--- src/common/spw_params.svh ---
// Constants for the port speed and width control block.
// Assumes inclusion by bare name from common/.
`ifndef SPW_PARAMS_SVH
`define SPW_PARAMS_SVH
// Register word offsets of the control end; SPW_OFF_RESET_CTL is not decoded there
`define SPW_OFF_PORT_CTL1   12'h000
`define SPW_OFF_LANE_CTL    12'h004
`define SPW_OFF_RESET_CTL   12'h008
`define SPW_OFF_STATUS      12'h00C
`define SPW_OFF_STRAP       12'h010
// Device reset control offset as seen through the link
`define SPW_DEV_RESET_CTL   24'hF20300
// Field positions
`define SPW_PORT_DISABLE_BIT_BIT    8
`define SPW_PWIDTH_LSB      0
`define SPW_DO_RESET_BIT    31
`define SPW_TX_RATE_LSB     0
`define SPW_RX_RATE_LSB     4
`define SPW_IDLE2_BIT       9
// Encodings
`define SPW_PWIDTH_1X       3'h2
`define SPW_SPD_ILLEGAL     3'h4
// Port reset duration
`define SPW_RESET_NS        40
`define SPW_RESET_CYC       ((`SPW_RESET_NS + 3) / 4)
`endif

--- src/common/spw_pkg.sv ---
// Types shared by both ends of the speed and width control link.
// Assumes the params header is available.
package spw_pkg;
  typedef enum logic [2:0] {
    SPW_ST_IDLE    = 3'b000,
    SPW_ST_DISABLE = 3'b001,
    SPW_ST_LANES   = 3'b010,
    SPW_ST_RESET   = 3'b011,
    SPW_ST_WAITRST = 3'b100,
    SPW_ST_ENABLE  = 3'b101
  } spw_seq_t;
  typedef enum logic [1:0] {
    SPW_CMD_PORT_CTL = 2'h0,
    SPW_CMD_LANE_CTL = 2'h1,
    SPW_CMD_RESET    = 2'h2,
    SPW_CMD_NONE     = 2'h3
  } spw_cmd_t;
endpackage : spw_pkg

--- src/common/spw_link_if.sv ---
// Configuration link between the controller and the switch port logic.
// Assumes one clock shared by both ends.
`timescale 1ns/10ps
interface spw_link_if #(parameter int PORTS = 4, parameter int LANES = 4);
  logic             wr_valid;
  spw_pkg::spw_cmd_t wr_cmd;
  logic [7:0]       wr_port;
  logic [1:0]       wr_lane;
  logic [31:0]      wr_data;
  logic             wr_ready;
  logic [PORTS-1:0] rst_busy;
  logic [9:0]       i2c_addr;
  logic             i2c_addr_ok;
  modport dev  (input  wr_valid, wr_cmd, wr_port, wr_lane, wr_data,
                output wr_ready, rst_busy, i2c_addr, i2c_addr_ok);
  modport ctrl (output wr_valid, wr_cmd, wr_port, wr_lane, wr_data,
                input  wr_ready, rst_busy, i2c_addr, i2c_addr_ok);
endinterface : spw_link_if

--- src/spw_dev.sv ---
// Switch end: per port control, lane rates, port reset and straps.
// Assumes the link writes arrive synchronous to pclk.
//
// What this block and the controller end do
// (RQ1) No rate autonegotiation; rates set manually
// (RQ2) Speed straps global, per port override
// (RQ3) Port disable bit 8 stops traffic
// (RQ4) Lane registers hold TX and RX rates
// (RQ5) Reset control selects ports, trigger resets
// (RQ6) Controller: disable, rates, reset, enable
// (RQ7) Lane reversal only with IDLE2 partner
// (RQ8) Width override 010 forces single lane
// (RQ9) Test reset driven high by controller
// (RQ10) I2C address from ten straps, nonzero
// (RQ11) Speed straps sampled at reset; 100 illegal
// (RQ12) Reset trigger self clears when done
`timescale 1ns/10ps
`include "spw_params.svh"
module spw_dev #(
  parameter int PORTS = 4,
  parameter int LANES = 4
) (
  input  wire logic                   pclk,
  input  wire logic                   presetn,
  spw_link_if.dev                     lnk,
  input  wire logic [2:0]             speed_strap_pins,
  input  wire logic [9:0]             addr_strap_pins,
  input  wire logic [PORTS-1:0]       partner_idle2,
  output logic [PORTS-1:0]            port_active,
  output logic [PORTS-1:0]            port_in_reset,
  output logic [PORTS*LANES-1:0]      lane_enable,
  output logic [PORTS*LANES-1:0]      lane_reversed,
  output logic [PORTS*LANES*3-1:0]    lane_tx_rate,
  output logic [PORTS*LANES*3-1:0]    lane_rx_rate,
  output logic                        speed_illegal
);
  localparam int CW = $clog2(`SPW_RESET_CYC + 1);
  // ************************************************************
  // Strap capture
  // ************************************************************
  logic       strap_taken_r;
  logic [2:0] glob_spd_r;
  logic [9:0] i2c_addr_r;
  logic       addr_ok_r;
  // Straps latched on first clock after reset release
  always_ff @(posedge pclk or negedge presetn)
    if (!presetn)
    begin
      strap_taken_r <= 1'b0;
      glob_spd_r    <= 3'h0;
      i2c_addr_r    <= 10'h000;
      addr_ok_r     <= 1'b0;
      speed_illegal <= 1'b0;
    end
    else if (!strap_taken_r)
    begin
      strap_taken_r <= 1'b1;
      glob_spd_r    <= speed_strap_pins; // RQ2 RQ11
      i2c_addr_r    <= addr_strap_pins; // RQ10
      addr_ok_r     <= (addr_strap_pins != 10'h000); // RQ10
      speed_illegal <= (speed_strap_pins == `SPW_SPD_ILLEGAL); // RQ11
    end
  assign lnk.i2c_addr    = i2c_addr_r;
  // Address valid flag kept in a flop so the link sees a clean level
  assign lnk.i2c_addr_ok = addr_ok_r; // RQ10
  assign lnk.wr_ready    = strap_taken_r;
  // ************************************************************
  // Device reset control
  // ************************************************************
  logic [PORTS-1:0] port_sel_r;
  logic             do_reset_r;
  logic [CW-1:0]    rst_cnt_r;
  wire wr_rst = lnk.wr_valid && strap_taken_r &&
                lnk.wr_cmd == spw_pkg::SPW_CMD_RESET;
  // Trigger runs a fixed reset on selected ports then self clears
  always_ff @(posedge pclk or negedge presetn)
    if (!presetn)
    begin
      port_sel_r <= '0;
      do_reset_r <= 1'b0;
      rst_cnt_r  <= '0;
    end
    else if (do_reset_r)
    begin
      if (rst_cnt_r == CW'(1))
        do_reset_r <= 1'b0; // RQ12
      rst_cnt_r <= rst_cnt_r - CW'(1);
    end
    else if (wr_rst)
    begin
      port_sel_r <= lnk.wr_data[PORTS-1:0];
      if (lnk.wr_data[`SPW_DO_RESET_BIT])
      begin
        do_reset_r <= 1'b1; // RQ5
        rst_cnt_r  <= CW'(`SPW_RESET_CYC);
      end
    end
  wire [PORTS-1:0] rst_now = do_reset_r ? port_sel_r : '0;
  assign lnk.rst_busy = rst_now;
  // ************************************************************
  // Per port and per lane registers
  // ************************************************************
  genvar p, l;
  generate
    for (p = 0; p < PORTS; p++)
    begin : g_port
      logic        dis_r;
      logic [2:0]  width_r;
      logic        ovr_r;
      wire sel_p = lnk.wr_valid && strap_taken_r &&
                   lnk.wr_port == 8'(p);
      // Port control: disable bit, width override, speed override
      always_ff @(posedge pclk or negedge presetn)
        if (!presetn)
        begin
          dis_r   <= 1'b0;
          width_r <= 3'h0;
          ovr_r   <= 1'b0;
        end
        else if (sel_p && lnk.wr_cmd == spw_pkg::SPW_CMD_PORT_CTL)
        begin
          dis_r   <= lnk.wr_data[`SPW_PORT_DISABLE_BIT_BIT]; // RQ3
          width_r <= lnk.wr_data[`SPW_PWIDTH_LSB +: 3]; // RQ8
        end
        else if (sel_p && lnk.wr_cmd == spw_pkg::SPW_CMD_LANE_CTL)
          ovr_r <= 1'b1; // RQ2
      // Port carries traffic only when enabled and out of reset
      always_ff @(posedge pclk or negedge presetn)
        if (!presetn)
        begin
          port_active[p]   <= 1'b0;
          port_in_reset[p] <= 1'b0;
        end
        else
        begin
          port_active[p]   <= !dis_r && !rst_now[p] && strap_taken_r; // RQ3
          port_in_reset[p] <= rst_now[p]; // RQ5
        end
      for (l = 0; l < LANES; l++)
      begin : g_lane
        localparam int I = p * LANES + l;
        logic [2:0] tx_r;
        logic [2:0] rx_r;
        logic       set_r;
        // Lane rates: separate TX and RX fields, no autonegotiation
        always_ff @(posedge pclk or negedge presetn)
          if (!presetn)
          begin
            tx_r  <= 3'h0;
            rx_r  <= 3'h0;
            set_r <= 1'b0;
          end
          else if (sel_p && lnk.wr_cmd == spw_pkg::SPW_CMD_LANE_CTL &&
                   lnk.wr_lane == 2'(l))
          begin
            tx_r  <= lnk.wr_data[`SPW_TX_RATE_LSB +: 3]; // RQ4 RQ1
            rx_r  <= lnk.wr_data[`SPW_RX_RATE_LSB +: 3]; // RQ4 RQ1
            set_r <= 1'b1;
          end
        // Effective rate, lane use and reversal outputs
        always_ff @(posedge pclk or negedge presetn)
          if (!presetn)
          begin
            lane_tx_rate[I*3 +: 3]  <= 3'h0;
            lane_rx_rate[I*3 +: 3]  <= 3'h0;
            lane_enable[I]          <= 1'b0;
            lane_reversed[I]        <= 1'b0;
          end
          else
          begin
            lane_tx_rate[I*3 +: 3] <= (ovr_r && set_r) ? tx_r
                                                       : glob_spd_r; // RQ2
            lane_rx_rate[I*3 +: 3] <= (ovr_r && set_r) ? rx_r
                                                       : glob_spd_r; // RQ2
            lane_enable[I] <= port_active[p] &&
                              (l == 0 || width_r != `SPW_PWIDTH_1X); // RQ8
            lane_reversed[I] <= partner_idle2[p] && LANES > 1 &&
                                width_r != `SPW_PWIDTH_1X; // RQ7
          end
      end
    end
  endgenerate
endmodule : spw_dev

--- src/flat_wrapper.sv ---
// flat-port wrapper written by rule: the top's interface ports become plain ports
module spw_dev_flat 
#(
  parameter int PORTS = 4,
  parameter int LANES = 4
)
  (pclk, presetn, speed_strap_pins, addr_strap_pins, partner_idle2, port_active, port_in_reset, lane_enable, lane_reversed, lane_tx_rate, lane_rx_rate, speed_illegal, lnk_wr_valid, lnk_wr_cmd, lnk_wr_port, lnk_wr_lane, lnk_wr_data, lnk_wr_ready, lnk_rst_busy, lnk_i2c_addr, lnk_i2c_addr_ok);
  spw_link_if #(.PORTS(PORTS), .LANES(LANES)) lnk_i ();
  input  wire logic pclk;
  input  wire logic presetn;
  input  wire logic [2:0] speed_strap_pins;
  input  wire logic [9:0] addr_strap_pins;
  input  wire logic [PORTS-1:0] partner_idle2;
  output logic [PORTS-1:0] port_active;
  output logic [PORTS-1:0] port_in_reset;
  output logic [PORTS*LANES-1:0] lane_enable;
  output logic [PORTS*LANES-1:0] lane_reversed;
  output logic [PORTS*LANES*3-1:0] lane_tx_rate;
  output logic [PORTS*LANES*3-1:0] lane_rx_rate;
  output logic speed_illegal;
  input wire logic [$bits(lnk_i.wr_valid)-1:0] lnk_wr_valid;
  input wire logic [$bits(lnk_i.wr_cmd)-1:0] lnk_wr_cmd;
  input wire logic [$bits(lnk_i.wr_port)-1:0] lnk_wr_port;
  input wire logic [$bits(lnk_i.wr_lane)-1:0] lnk_wr_lane;
  input wire logic [$bits(lnk_i.wr_data)-1:0] lnk_wr_data;
  output wire logic [$bits(lnk_i.wr_ready)-1:0] lnk_wr_ready;
  output wire logic [$bits(lnk_i.rst_busy)-1:0] lnk_rst_busy;
  output wire logic [$bits(lnk_i.i2c_addr)-1:0] lnk_i2c_addr;
  output wire logic [$bits(lnk_i.i2c_addr_ok)-1:0] lnk_i2c_addr_ok;
  assign lnk_i.wr_valid = lnk_wr_valid;
  assign lnk_i.wr_cmd = lnk_wr_cmd;
  assign lnk_i.wr_port = lnk_wr_port;
  assign lnk_i.wr_lane = lnk_wr_lane;
  assign lnk_i.wr_data = lnk_wr_data;
  assign lnk_wr_ready = lnk_i.wr_ready;
  assign lnk_rst_busy = lnk_i.rst_busy;
  assign lnk_i2c_addr = lnk_i.i2c_addr;
  assign lnk_i2c_addr_ok = lnk_i.i2c_addr_ok;
  spw_dev #(.PORTS(PORTS), .LANES(LANES)) u_core (.pclk(pclk), .presetn(presetn), .lnk(lnk_i), .speed_strap_pins(speed_strap_pins), .addr_strap_pins(addr_strap_pins), .partner_idle2(partner_idle2), .port_active(port_active), .port_in_reset(port_in_reset), .lane_enable(lane_enable), .lane_reversed(lane_reversed), .lane_tx_rate(lane_tx_rate), .lane_rx_rate(lane_rx_rate), .speed_illegal(speed_illegal));
endmodule
--- config.mk ---
export PLATFORM = sky130hd
export DESIGN_NAME = spw_dev_flat
export DESIGN_NICKNAME = d
export VERILOG_FILES = /design/src/common/spw_pkg.sv /design/src/common/spw_link_if.sv /design/src/spw_dev.sv /design/src/flat_wrapper.sv
export VERILOG_INCLUDE_DIRS = /design/src /design/src/common
export SDC_FILE = /design/constraint.sdc
export NUM_CORES = 1
export LEC_CHECK = 0
export ABC_AREA = 1
export ABC_CLOCK_PERIOD_IN_PS = 3300
export BUFFER_PORTS_ARGS = -buffer_cell sky130_fd_sc_hd__buf_2
export CORE_ASPECT_RATIO = 1.4
export CORE_MARGIN = 3
export CORE_UTILIZATION = 53
export CTS_CLUSTER_DIAMETER = 120
export CTS_CLUSTER_SIZE = 8
export DETAILED_ROUTE_END_ITERATION = 7
export MAX_ROUTING_LAYER = met4
export PLACE_DENSITY = 0.78
export SETUP_SLACK_MARGIN = 0.02
export SYNTH_ARGS = -nofsm -noshare
export SYNTH_HDL_FRONTEND = slang
export SYNTH_SLANG_ARGS = --single-unit
--- constraint.sdc ---
create_clock -name pclk -period 3.3 [get_ports pclk]
set_input_delay 0.495 -clock pclk [delete_from_list [all_inputs] [get_ports pclk]]
set_output_delay 0.495 -clock pclk [all_outputs]
set_load 0.005 [all_outputs]
==> results.toml, run 1 <==
[critical_path]
ff2ff_setup_slack_ns = 1.01
r2r_end = "u_core.g_port[3].g_lane[2].tx_r[1]$_DFFE_PN0P_"
crit_path_start_kind = "flip-flop"
cp.required_ns = 3.69
reg2reg_depth = 9
cp.arrival_ns = 2.68
timing.rr.start = "u_core.lnk.wr_ready$_DFF_PN0_"
end_kind = "flip-flop"
critPathMaxFanout = 21
critical_path_class = "flip-flop to flip-flop"

[drt]
drt_iter0_drc = 755
drt_pass1_iterations = 5
ant_nets = 0
vias = 8401
drc_errors = 0
viasPerCell = 5.36
routedWlPerCell_um = 16.4
wl_um = 25700

[global_route]
antenna_found_initial = 0
grt_pass1_wl_um = 42300
grt_max_degree = 107
grt_pass1_vias = 8478
overflow = 0
track_usage_pct = 24.4

[timing]
slew_headroom_pct = 30.6
period_needed_ns = 2.29
worst_pin_slew_ns = 1.04
rsz0062_at_grt = "false"
skew_ns = 0.0112
finalCritPeriodShare_pct = 69.4
final_hold_viol_count = 0
timing.hold.ws_ns = 0.0332
totalNegativeSetupSlack_ns = 0
drv_slew = 0
max_freq_mhz = 436
setup_viol = 0
fin_ws_ns = 1.01

[outcome]
outcome = "finished, final reports clean"

[yosys]
netlist_area_um2 = 10800
yosysWarnings = 0
ys_types = 25
synth.avg_cell_area_um2 = 9.33
netlist_instances = 1156
synth-seq-area-share_pct = 63.4
syn_nets = 1222
synth-seq-cells = 273

[cts]
worstSkewPairLatency_ns = 0.51
cts.repair.resized = 0
cts_max_level = 2
root_buffer = "clkbuf_16"
clk_pin_slew_ns = 0.05
cts_hold_buf = 0
numCtsBuffers = 40
cts_num_sinks = 273
cts_tree = "built"
post_cts_buffers = 0
cts_buffer_depth = 3

[floorplanning]
initial_utilization_pct = 54.1
io-pin-count = 217
die-height_um = 175
dieWidth_um = 127
std_cell_rows = 61
coreArea_um2 = 19900
die_area_um2 = 22100

[place]
portBuffers = 193
place_inst = 1523
gp_congestion = 0.840
place_hpwl_um = 16300
dp_slack_ns = 0.985
place_area_um2 = 11700

[cells_and_area]
finalInstanceArea_um2 = 12800
nets = 1379
n_antenna_cell = 0
areaGrowthSynthToFinish_pct = 18.5
fin_util_pct = 64.1
instances_no_fill = 1568
drive_gt1_share_pct = 21.2

[power]
ir_worst_vdd_v = 0.000571
fin_total_pwr_mw = 7.97
p_sw_mw = 1.90
p_per_area_nw_per_um2 = 624
p_int_mw = 6.07
power.sequential.fraction_pct = 46.7
p_leak_nw = 7.02
switching_share_pct = 23.9
pwr-share-clk_pct = 44.7
comb_power_share_pct = 8.7

[flow_run]
max_cap_violations = 0

[hold_path]
min_path_type = "primary input to async pin"
[cell type report]
type	instances	area [um2]
flip-flops and latches	273	6830
multi-input cells	740	3260
fillers	1630	7150
clock inverters	2	25.0
inverters	54	203
clock buffers	43	1050
well taps	252	315
repair buffers	204	1080
[power by group through the flow]
stage	logic (mW)	clock network (mW)	registers (mW)
4_1_cts	0.707	3.62	3.72
3_3_place_gp	0.676	0	3.76
5_1_grt	0.791	3.77	3.74
2_1_floorplan	0.339	0	3.74
3_5_place_dp	0.701	0	3.77
6_report	0.690	3.56	3.72
[worst max-delay path, cell delays in order, from the launching register on]
cell,delay (ns)
dfrtp_1,0.31
buf_4,0.23
nand2_1,0.16
inv_1,0.10
nand2_1,0.06
nor2_2,0.51
buf_4,0.28
nand4_1,0.27
nand2_1,0.16
nand2_1,0.08
[cells by family (layout without fill, tap and decap cells)]
logic type / count (synthesis) / count (layout) / synth area share (%)
flip-flops: 273 / 273 / 63.4
AND/OR/NAND/NOR: 708 / 708 / 28.5
XOR/XNOR: 1 / 1 / 0.0812
AO/OA/AOI/OAI: 28 / 28 / 1.32
buffers and inverters: 143 / 303 / 6.43
adder cells (fa/ha/maj): 2 / 2 / 0.232
other: 1 / 1 / 0.0348
[cell usage after synthesis]
cell type	count	area, um2
ha_1	2	25.0
inv_1	49	184
o21ai_0	25	125
buf_2	8	40.0
or2_2	4	25.0
nand3_2	6	60.1
clkbuf_1	35	131
nor3_1	5	25.0
buf_6	6	67.6
nand2_1	447	1680
or3b_2	4	35.0
conb_1	1	3.75
clkbuf_2	12	60.1
buf_4	23	173
nor2_1	15	56.3
xor2_1	1	8.76
nor2_4	5	56.3
a21oi_1	2	10.0
dfrtp_1	273	6830
nand3_1	198	991
nor2_2	6	37.5
buf_1	5	18.8
inv_2	5	18.8
nand4_1	18	113
o31ai_1	1	7.51
[flip-flops by register name, indices dropped and copies added, names as in the netlist, 3 cells and up]
name,flops
u_core.g_port.g_lane.rx_r,48
u_core.g_port.g_lane.tx_r,48
u_core.lane_rx_rate,48
u_core.lane_tx_rate,48
u_core.g_port.g_lane.set_r,16
u_core.g_port.width_r,12
u_core.lnk.i2c_addr,10
u_core.lane_enable,8
u_core.g_port.dis_r,4
u_core.g_port.ovr_r,4
u_core.lane_reversed,4
u_core.port_active,4
u_core.port_in_reset,4
u_core.port_sel_r,4
u_core.rst_cnt_r,4
u_core.glob_spd_r,3
[cell usage in the layout (no fill, tap or decap)]
master     count
a21oi_1        2
buf_12         2
buf_2        192
buf_4          9
buf_8          1
clkbuf_1       1
clkbuf_16     42
clkinv_4       1
clkinv_8       1
conb_1         1
dfrtp_1      273
ha_1           2
inv_1         49
inv_2          5
nand2_1      447
nand3_1      198
nand3_2        6
nand4_1       18
nor2_1        14
nor2_2         7
nor2_4         5
nor3_1         5
o21ai_0       25
o31ai_1        1
or2_2          4
or3b_2         4
xor2_1         1
[worst max path at each step]
stage / cells after the start / startpoint / slack, ns / end
2_1_floorplan: 8 / lnk_wr_valid / 1.88 / u_core.g_port[1].g_lane[0].rx_r[2]$_DFFE_PN0P_
3_3_place_gp: 8 / lnk_wr_port[7] / 1.01 / u_core.g_port[3].g_lane[1].tx_r[0]$_DFFE_PN0P_
3_5_place_dp: 8 / lnk_wr_port[7] / 0.99 / u_core.g_port[3].g_lane[1].tx_r[1]$_DFFE_PN0P_
4_1_cts: 9 / u_core.lnk.wr_ready$_DFF_PN0_ / 1.0 / u_core.g_port[3].g_lane[2].rx_r[1]$_DFFE_PN0P_
5_1_grt: 9 / u_core.lnk.wr_ready$_DFF_PN0_ / 0.79 / u_core.g_port[3].g_lane[2].tx_r[1]$_DFFE_PN0P_
6_report: 9 / u_core.lnk.wr_ready$_DFF_PN0_ / 1.01 / u_core.g_port[3].g_lane[2].tx_r[1]$_DFFE_PN0P_
[metal layers]
metal	global-route usage, %	share of wire [%]	vias to the layer above
li1	-	-	3960
met1	29.2	39	4031
met2	40.1	50	315
met3	5.20	7.0	95
met4	10.2	4.4	0
met5	-	0	-
(Power assumes the default switching activity.)
==> run 2, diff against run 1 <==
- ABC_CLOCK_PERIOD_IN_PS: 3300 -> 2300
- clock period: 3.3 -> 2.3 ns (I/O delays scaled with it)
==> run 2 against run 1 <==
Total power is 43% higher; core utilization is 0.73 points higher; critical endpoint is now u_core.g_port[2].g_lane[0].rx_r[2]$_DFFE_PN0P_; clock-buffer cell count decreased by 1; non-clock buffer count is 14 higher; critical path depth fell by 1; largest cell class unchanged; critical path type unchanged; combinational power is 52% higher.
==> results.toml, run 2 (synthesis gave the netlist of run 1 again) <==
[cells_and_area]
areaGrowthSynthToFinish_pct = 19.8
layout_commonest_cell = "nand2_1"
drive_gt1_share_pct = 22.0
instances_no_fill = 1582
finalInstanceArea_um2 = 12900
n_antenna_cell = 0
nets = 1393
final_cell_mix = "447 x nand2_1, 273 x dfrtp_1, 198 x nand3_1"

[cts]
cts_num_sinks = 273
cts_tree = "built"
numCtsBuffers = 40
root_buffer = "clkbuf_16"
post_cts_buffers = 0
cts_max_level = 2
cts_buffer_depth = 3
clk_pin_slew_ns = 0.05
worstSkewPairLatency_ns = 0.51

[global_route]
antenna_found_initial = 0
grt_pass1_wl_um = 41800
grt_max_degree = 79
grt_pass1_vias = 8438
track_usage_pct = 24.1
overflow = 0

[drt]
drt_pass1_iterations = 5
drt_iter0_drc = 768
ant_nets = 0
drc_errors = 0
viasPerCell = 5.38
routedWlPerCell_um = 16.2
vias = 8518
wl_um = 25600

[floorplanning]
die-height_um = 175
coreArea_um2 = 19900
io-pin-count = 217
dieWidth_um = 127
initial_utilization_pct = 54.1
die_area_um2 = 22100
std_cell_rows = 61

[critical_path]
end_kind = "flip-flop"
critical_path_class = "flip-flop to flip-flop"
cpMostUsedCell = "nand2_1"
cp.arrival_ns = 2.16
max_stage_delay_ns = 0.34
crit_slowest_cell = "dfrtp_1"
critPathMaxFanout = 16
crit_path_start_kind = "flip-flop"
worstPathCellList = "nand2_1 > inv_1 > nand2_1 > nor2_2 > buf_12 > nand4_1 > nand2_1 > nand2_1"
ff2ff_setup_slack_ns = 0.52
cp.required_ns = 2.67

[timing]
worst_pin_slew_ns = 0.915
drv_slew = 0
skew_ns = 0.0138
finalCritPeriodShare_pct = 77.5
setup_viol = 0
max_freq_mhz = 561
period_needed_ns = 1.78
rsz0062_at_grt = "false"
final_hold_viol_count = 0
totalNegativeSetupSlack_ns = 0
slew_headroom_pct = 39.0

[flow_run]
max_cap_violations = 0

[place]
place_area_um2 = 11900
place_inst = 1536
portBuffers = 193
gp_congestion = 0.855
place_hpwl_um = 16800

[power]
p_leak_nw = 7.10
fin_total_pwr_mw = 11.4
ir_worst_vdd_v = 0.000621
p_per_area_nw_per_um2 = 880

[hold_path]
min_path_type = "primary input to flip-flop"

[outcome]
outcome = "finished, final reports clean"
-- run 2: changes by cell type in the layout (fill, tap and decap cells not counted) --
cell | previous run | this run
clkbuf_16 | 42 | 41
inv_6 | 0 | 2
buf_4 | 9 | 17
buf_12 | 2 | 7
dlygate4sd3_1 | 0 | 1
clkinv_8 | 1 | 0
-- run 2: layout make-up --
| class | instances | area [um2] |
|---|---|---|
| Fill cell | 1571 | 7000 |
| Sequential cell | 273 | 6830 |
| Multi-Input combinational cell | 740 | 3260 |
| Timing Repair Buffer | 218 | 1250 |
| Clock buffer | 42 | 1030 |
| Tap cell | 252 | 315 |
| Inverter | 54 | 203 |
| Clock inverter | 3 | 26.3 |
-- run 2: report_power, final --
group,internal (mW),total (mW),leakage [nW],switching (mW)
Combinational,0.403,1.05,3.11,0.645
Clock,3.12,5.02,0.520,1.89
Sequential,5.14,5.30,3.47,0.162
Total,8.67,11.4,7.10,2.70
-- run 2: through the flow --
step / setup WS, ns / util, % / hold WS (ns)
after global placement: 0.457 / 59.5 / 0.383
after floorplan: 1.01 / - / 0.0494
final: 0.517 / 64.9 / 0.0229
after global routing: 0.371 / 64.9 / 0.0274
after CTS: 0.519 / 64.9 / 0.0129
after detailed placement: 0.418 / 59.5 / 0.385
-- run 2: per-layer routing --
metal  vias up  track usage (%)  share of wire [%]
li1       3984                -                  -
met3        79             5.44                7.8
met5         -                -                  0
met4         0             9.48                3.8
met2       351             40.6                 51
met1      4104             28.1                 37
-- run 2: what timing repair did --
action                    CTS  global route
hold buffers                1             0
hold endpoints to repair   69             0
gates resized for setup     0             0
-- run 2: worst paths after layout --
| path | depth (start not counted) | from | endpoint |
|---|---|---|---|
| max | 8 | u_core.lnk.wr_ready$_DFF_PN0_ | u_core.g_port[2].g_lane[0].rx_r[2]$_DFFE_PN0P_ |
| max reg2reg | 8 | u_core.lnk.wr_ready$_DFF_PN0_ | u_core.g_port[2].g_lane[0].rx_r[2]$_DFFE_PN0P_ |
| min reg2reg | 0 | u_core.port_active[1]$_DFF_PN0_ | u_core.lane_enable[4]$_DFF_PN0_ |
| max in group asynchronous | 3 | presetn | u_core.g_port[1].width_r[0]$_DFFE_PN0P_ |
| min in group asynchronous | 2 | presetn | u_core.lane_tx_rate[40]$_DFF_PN0_ |
| min | 3 | partner_idle2[2] | u_core.lane_reversed[8]$_DFF_PN0_ |
-- run 2: critical path, delay by kind of cell (launching register included) --
kind,cells,cell delay (ns)
buf+inv,2,0.29
flops,1,0.34
simple gates,6,1.02
==> run 3, diff against run 2 <==
- ABC_CLOCK_PERIOD_IN_PS: 2300 -> 1650
- clock period: 2.3 -> 1.65 ns (I/O delays scaled with it)
==> run 3 against run 2 <==
Cell count rose by 2.1%; worst hold slack improved by 0.012 ns; core utilization rose by 1.7 points; largest power group unchanged; clock skew rose by 0.011 ns; clock-buffer cell count did not move; largest cell class unchanged; sequential power rose by 40%; via count rose by 0.56%; design area rose by 2.6%; register-to-register slack got worse by 0.38 ns; critical path type is now flip-flop to output pin.
==> results.toml, run 3 (synthesis gave the netlist of run 1 again) <==
[cts]
cts_tree = "built"
cts_max_level = 2
cts_buffer_depth = 3
cts_num_sinks = 273
root_buffer = "clkbuf_16"
clk_pin_slew_ns = 0.05
worstSkewPairLatency_ns = 0.51
numCtsBuffers = 40

[timing]
rsz0062_at_grt = "false"
skew_ns = 0.0246
worst_pin_slew_ns = 1.06
slew_headroom_pct = 29.4
drv_slew = 0
max_freq_mhz = 650
final_hold_viol_count = 0
setup_viol = 0
finalCritPeriodShare_pct = 93.3
totalNegativeSetupSlack_ns = 0
period_needed_ns = 1.54

[global_route]
track_usage_pct = 24.7
grt_max_degree = 74
grt_pass1_wl_um = 42900
overflow = 0
antenna_found_initial = 2
grt_pass1_vias = 8734

[drt]
drc_errors = 0
routedWlPerCell_um = 16.2
viasPerCell = 5.30
drt_pass1_iterations = 7
drt_iter0_drc = 670
wl_um = 26200
vias = 8566
ant_nets = 0

[floorplanning]
die-height_um = 175
initial_utilization_pct = 54.1
std_cell_rows = 61
dieWidth_um = 127
die_area_um2 = 22100
coreArea_um2 = 19900
io-pin-count = 217

[critical_path]
ff2ff_setup_slack_ns = 0.14
crit_path_start_kind = "flip-flop"
max_stage_delay_ns = 0.47
end_kind = "output pin"
cp.arrival_ns = 1.29
cp.depth = 3
critPathMaxFanout = 11
path_buf_inv = 2
cp.required_ns = 1.40
cp_top_family = "flip-flops"
worstPathCellList = "nand2_1 > inv_1 > buf_2"
reg2reg_depth = 8
critical_path_class = "flip-flop to output pin"
crit_slowest_cell = "dfrtp_2"

[place]
portBuffers = 193
gp_congestion = 0.876
place_hpwl_um = 16900

[power]
ir_worst_vdd_v = 0.000894
p_per_area_nw_per_um2 = 1200
fin_total_pwr_mw = 15.9
p_leak_nw = 7.25

[cells_and_area]
nets = 1424
final_cell_mix = "447 x nand2_1, 272 x dfrtp_1, 198 x nand3_1"
areaGrowthSynthToFinish_pct = 22.9
fill_cells = 1496
drive_gt1_share_pct = 22.8
multiInputGateArea_um2 = 3260
ff_latch_area_um2 = 6830
layout_commonest_cell = "nand2_1"

[outcome]
outcome = "finished, final reports clean"

[hold_path]
min_path_type = "primary input to flip-flop"
holdPathStages = 3

[flow_run]
max_cap_violations = 0
## run 3: cell count changes in the layout (fill, tap and decap cells not counted), moves of 2 or more
cell,delta
diode_2,+2
buf_12,+4
buf_4,+11
dlygate4sd3_1,+15
## run 3: cell type report
class                      count  share of cell area (%)
multi-input combinational    740                    24.6
tap                          252                    2.38
inverter                      54                    1.53
timing repair buffer         249                    11.9
clock inverter                 3                   0.198
sequential                   273                    51.6
antenna                        2                  0.0378
clock buffer                  42                    7.77
## run 3: worst min-delay path, cell delays in order
cell and delay (ns):
buf_2 0.09, inv_1 0.06, o21ai_0 0.07
## run 3: worst paths after layout
| check | start | to |
|---|---|---|
| max reg2reg | u_core.lnk.wr_ready$_DFF_PN0_ | u_core.g_port[0].g_lane[0].rx_r[1]$_DFFE_PN0P_ |
| min in group asynchronous | presetn | u_core.lane_rx_rate[41]$_DFF_PN0_ |
| max in group asynchronous | presetn | u_core.g_port[1].g_lane[2].tx_r[1]$_DFFE_PN0P_ |
| max | u_core.do_reset_r$_DFF_PN0_ | lnk_rst_busy[1] |
| min reg2reg | u_core.port_active[2]$_DFF_PN0_ | u_core.lane_enable[8]$_DFF_PN0_ |
| min | addr_strap_pins[4] | u_core.lnk.i2c_addr[4]$_DFFE_PN0N_ |
## run 3: metal layers
metal	GRT usage, %	vias up	wire length, um	share of wire (%)
met5	-	-	0	0
met4	10.6	0	1010	3.8
met3	4.80	81	1850	7.1
met2	41.7	376	13400	51
met1	28.9	4061	9880	38
li1	-	4048	-	-
## run 3: timing repair
item                                   CTS  global route
pin swaps                                0             1
resized for setup                        1             3
setup endpoints to repair                3            62
hold buffers                            16             0
gates cloned                             0             0
buffers inserted                         0             6
endpoints found under the hold margin  289             0
## run 3: stage by stage
stage	util, %	hold slack [ns]	setup slack (ns)	cell area, um2	cells
after floorplan	-	-0.0481	0.356	10800	1156
after CTS	66.2	0.0106	0.0835	13200	1607
final	66.5	0.0349	0.111	13300	1615
after global routing	66.5	0.0410	0.0234	13300	1615
after detailed placement	60.1	0.123	0.0794	12000	1546
after global placement	60.1	0.120	0.112	12000	1546
## run 3: power breakdown
group          switching [mW]  internal [mW]  total, mW
Sequential              0.280           7.16       7.44
Combinational           0.860          0.588       1.45
Clock                    2.64           4.36       7.00
Total                    3.78           12.1       15.9
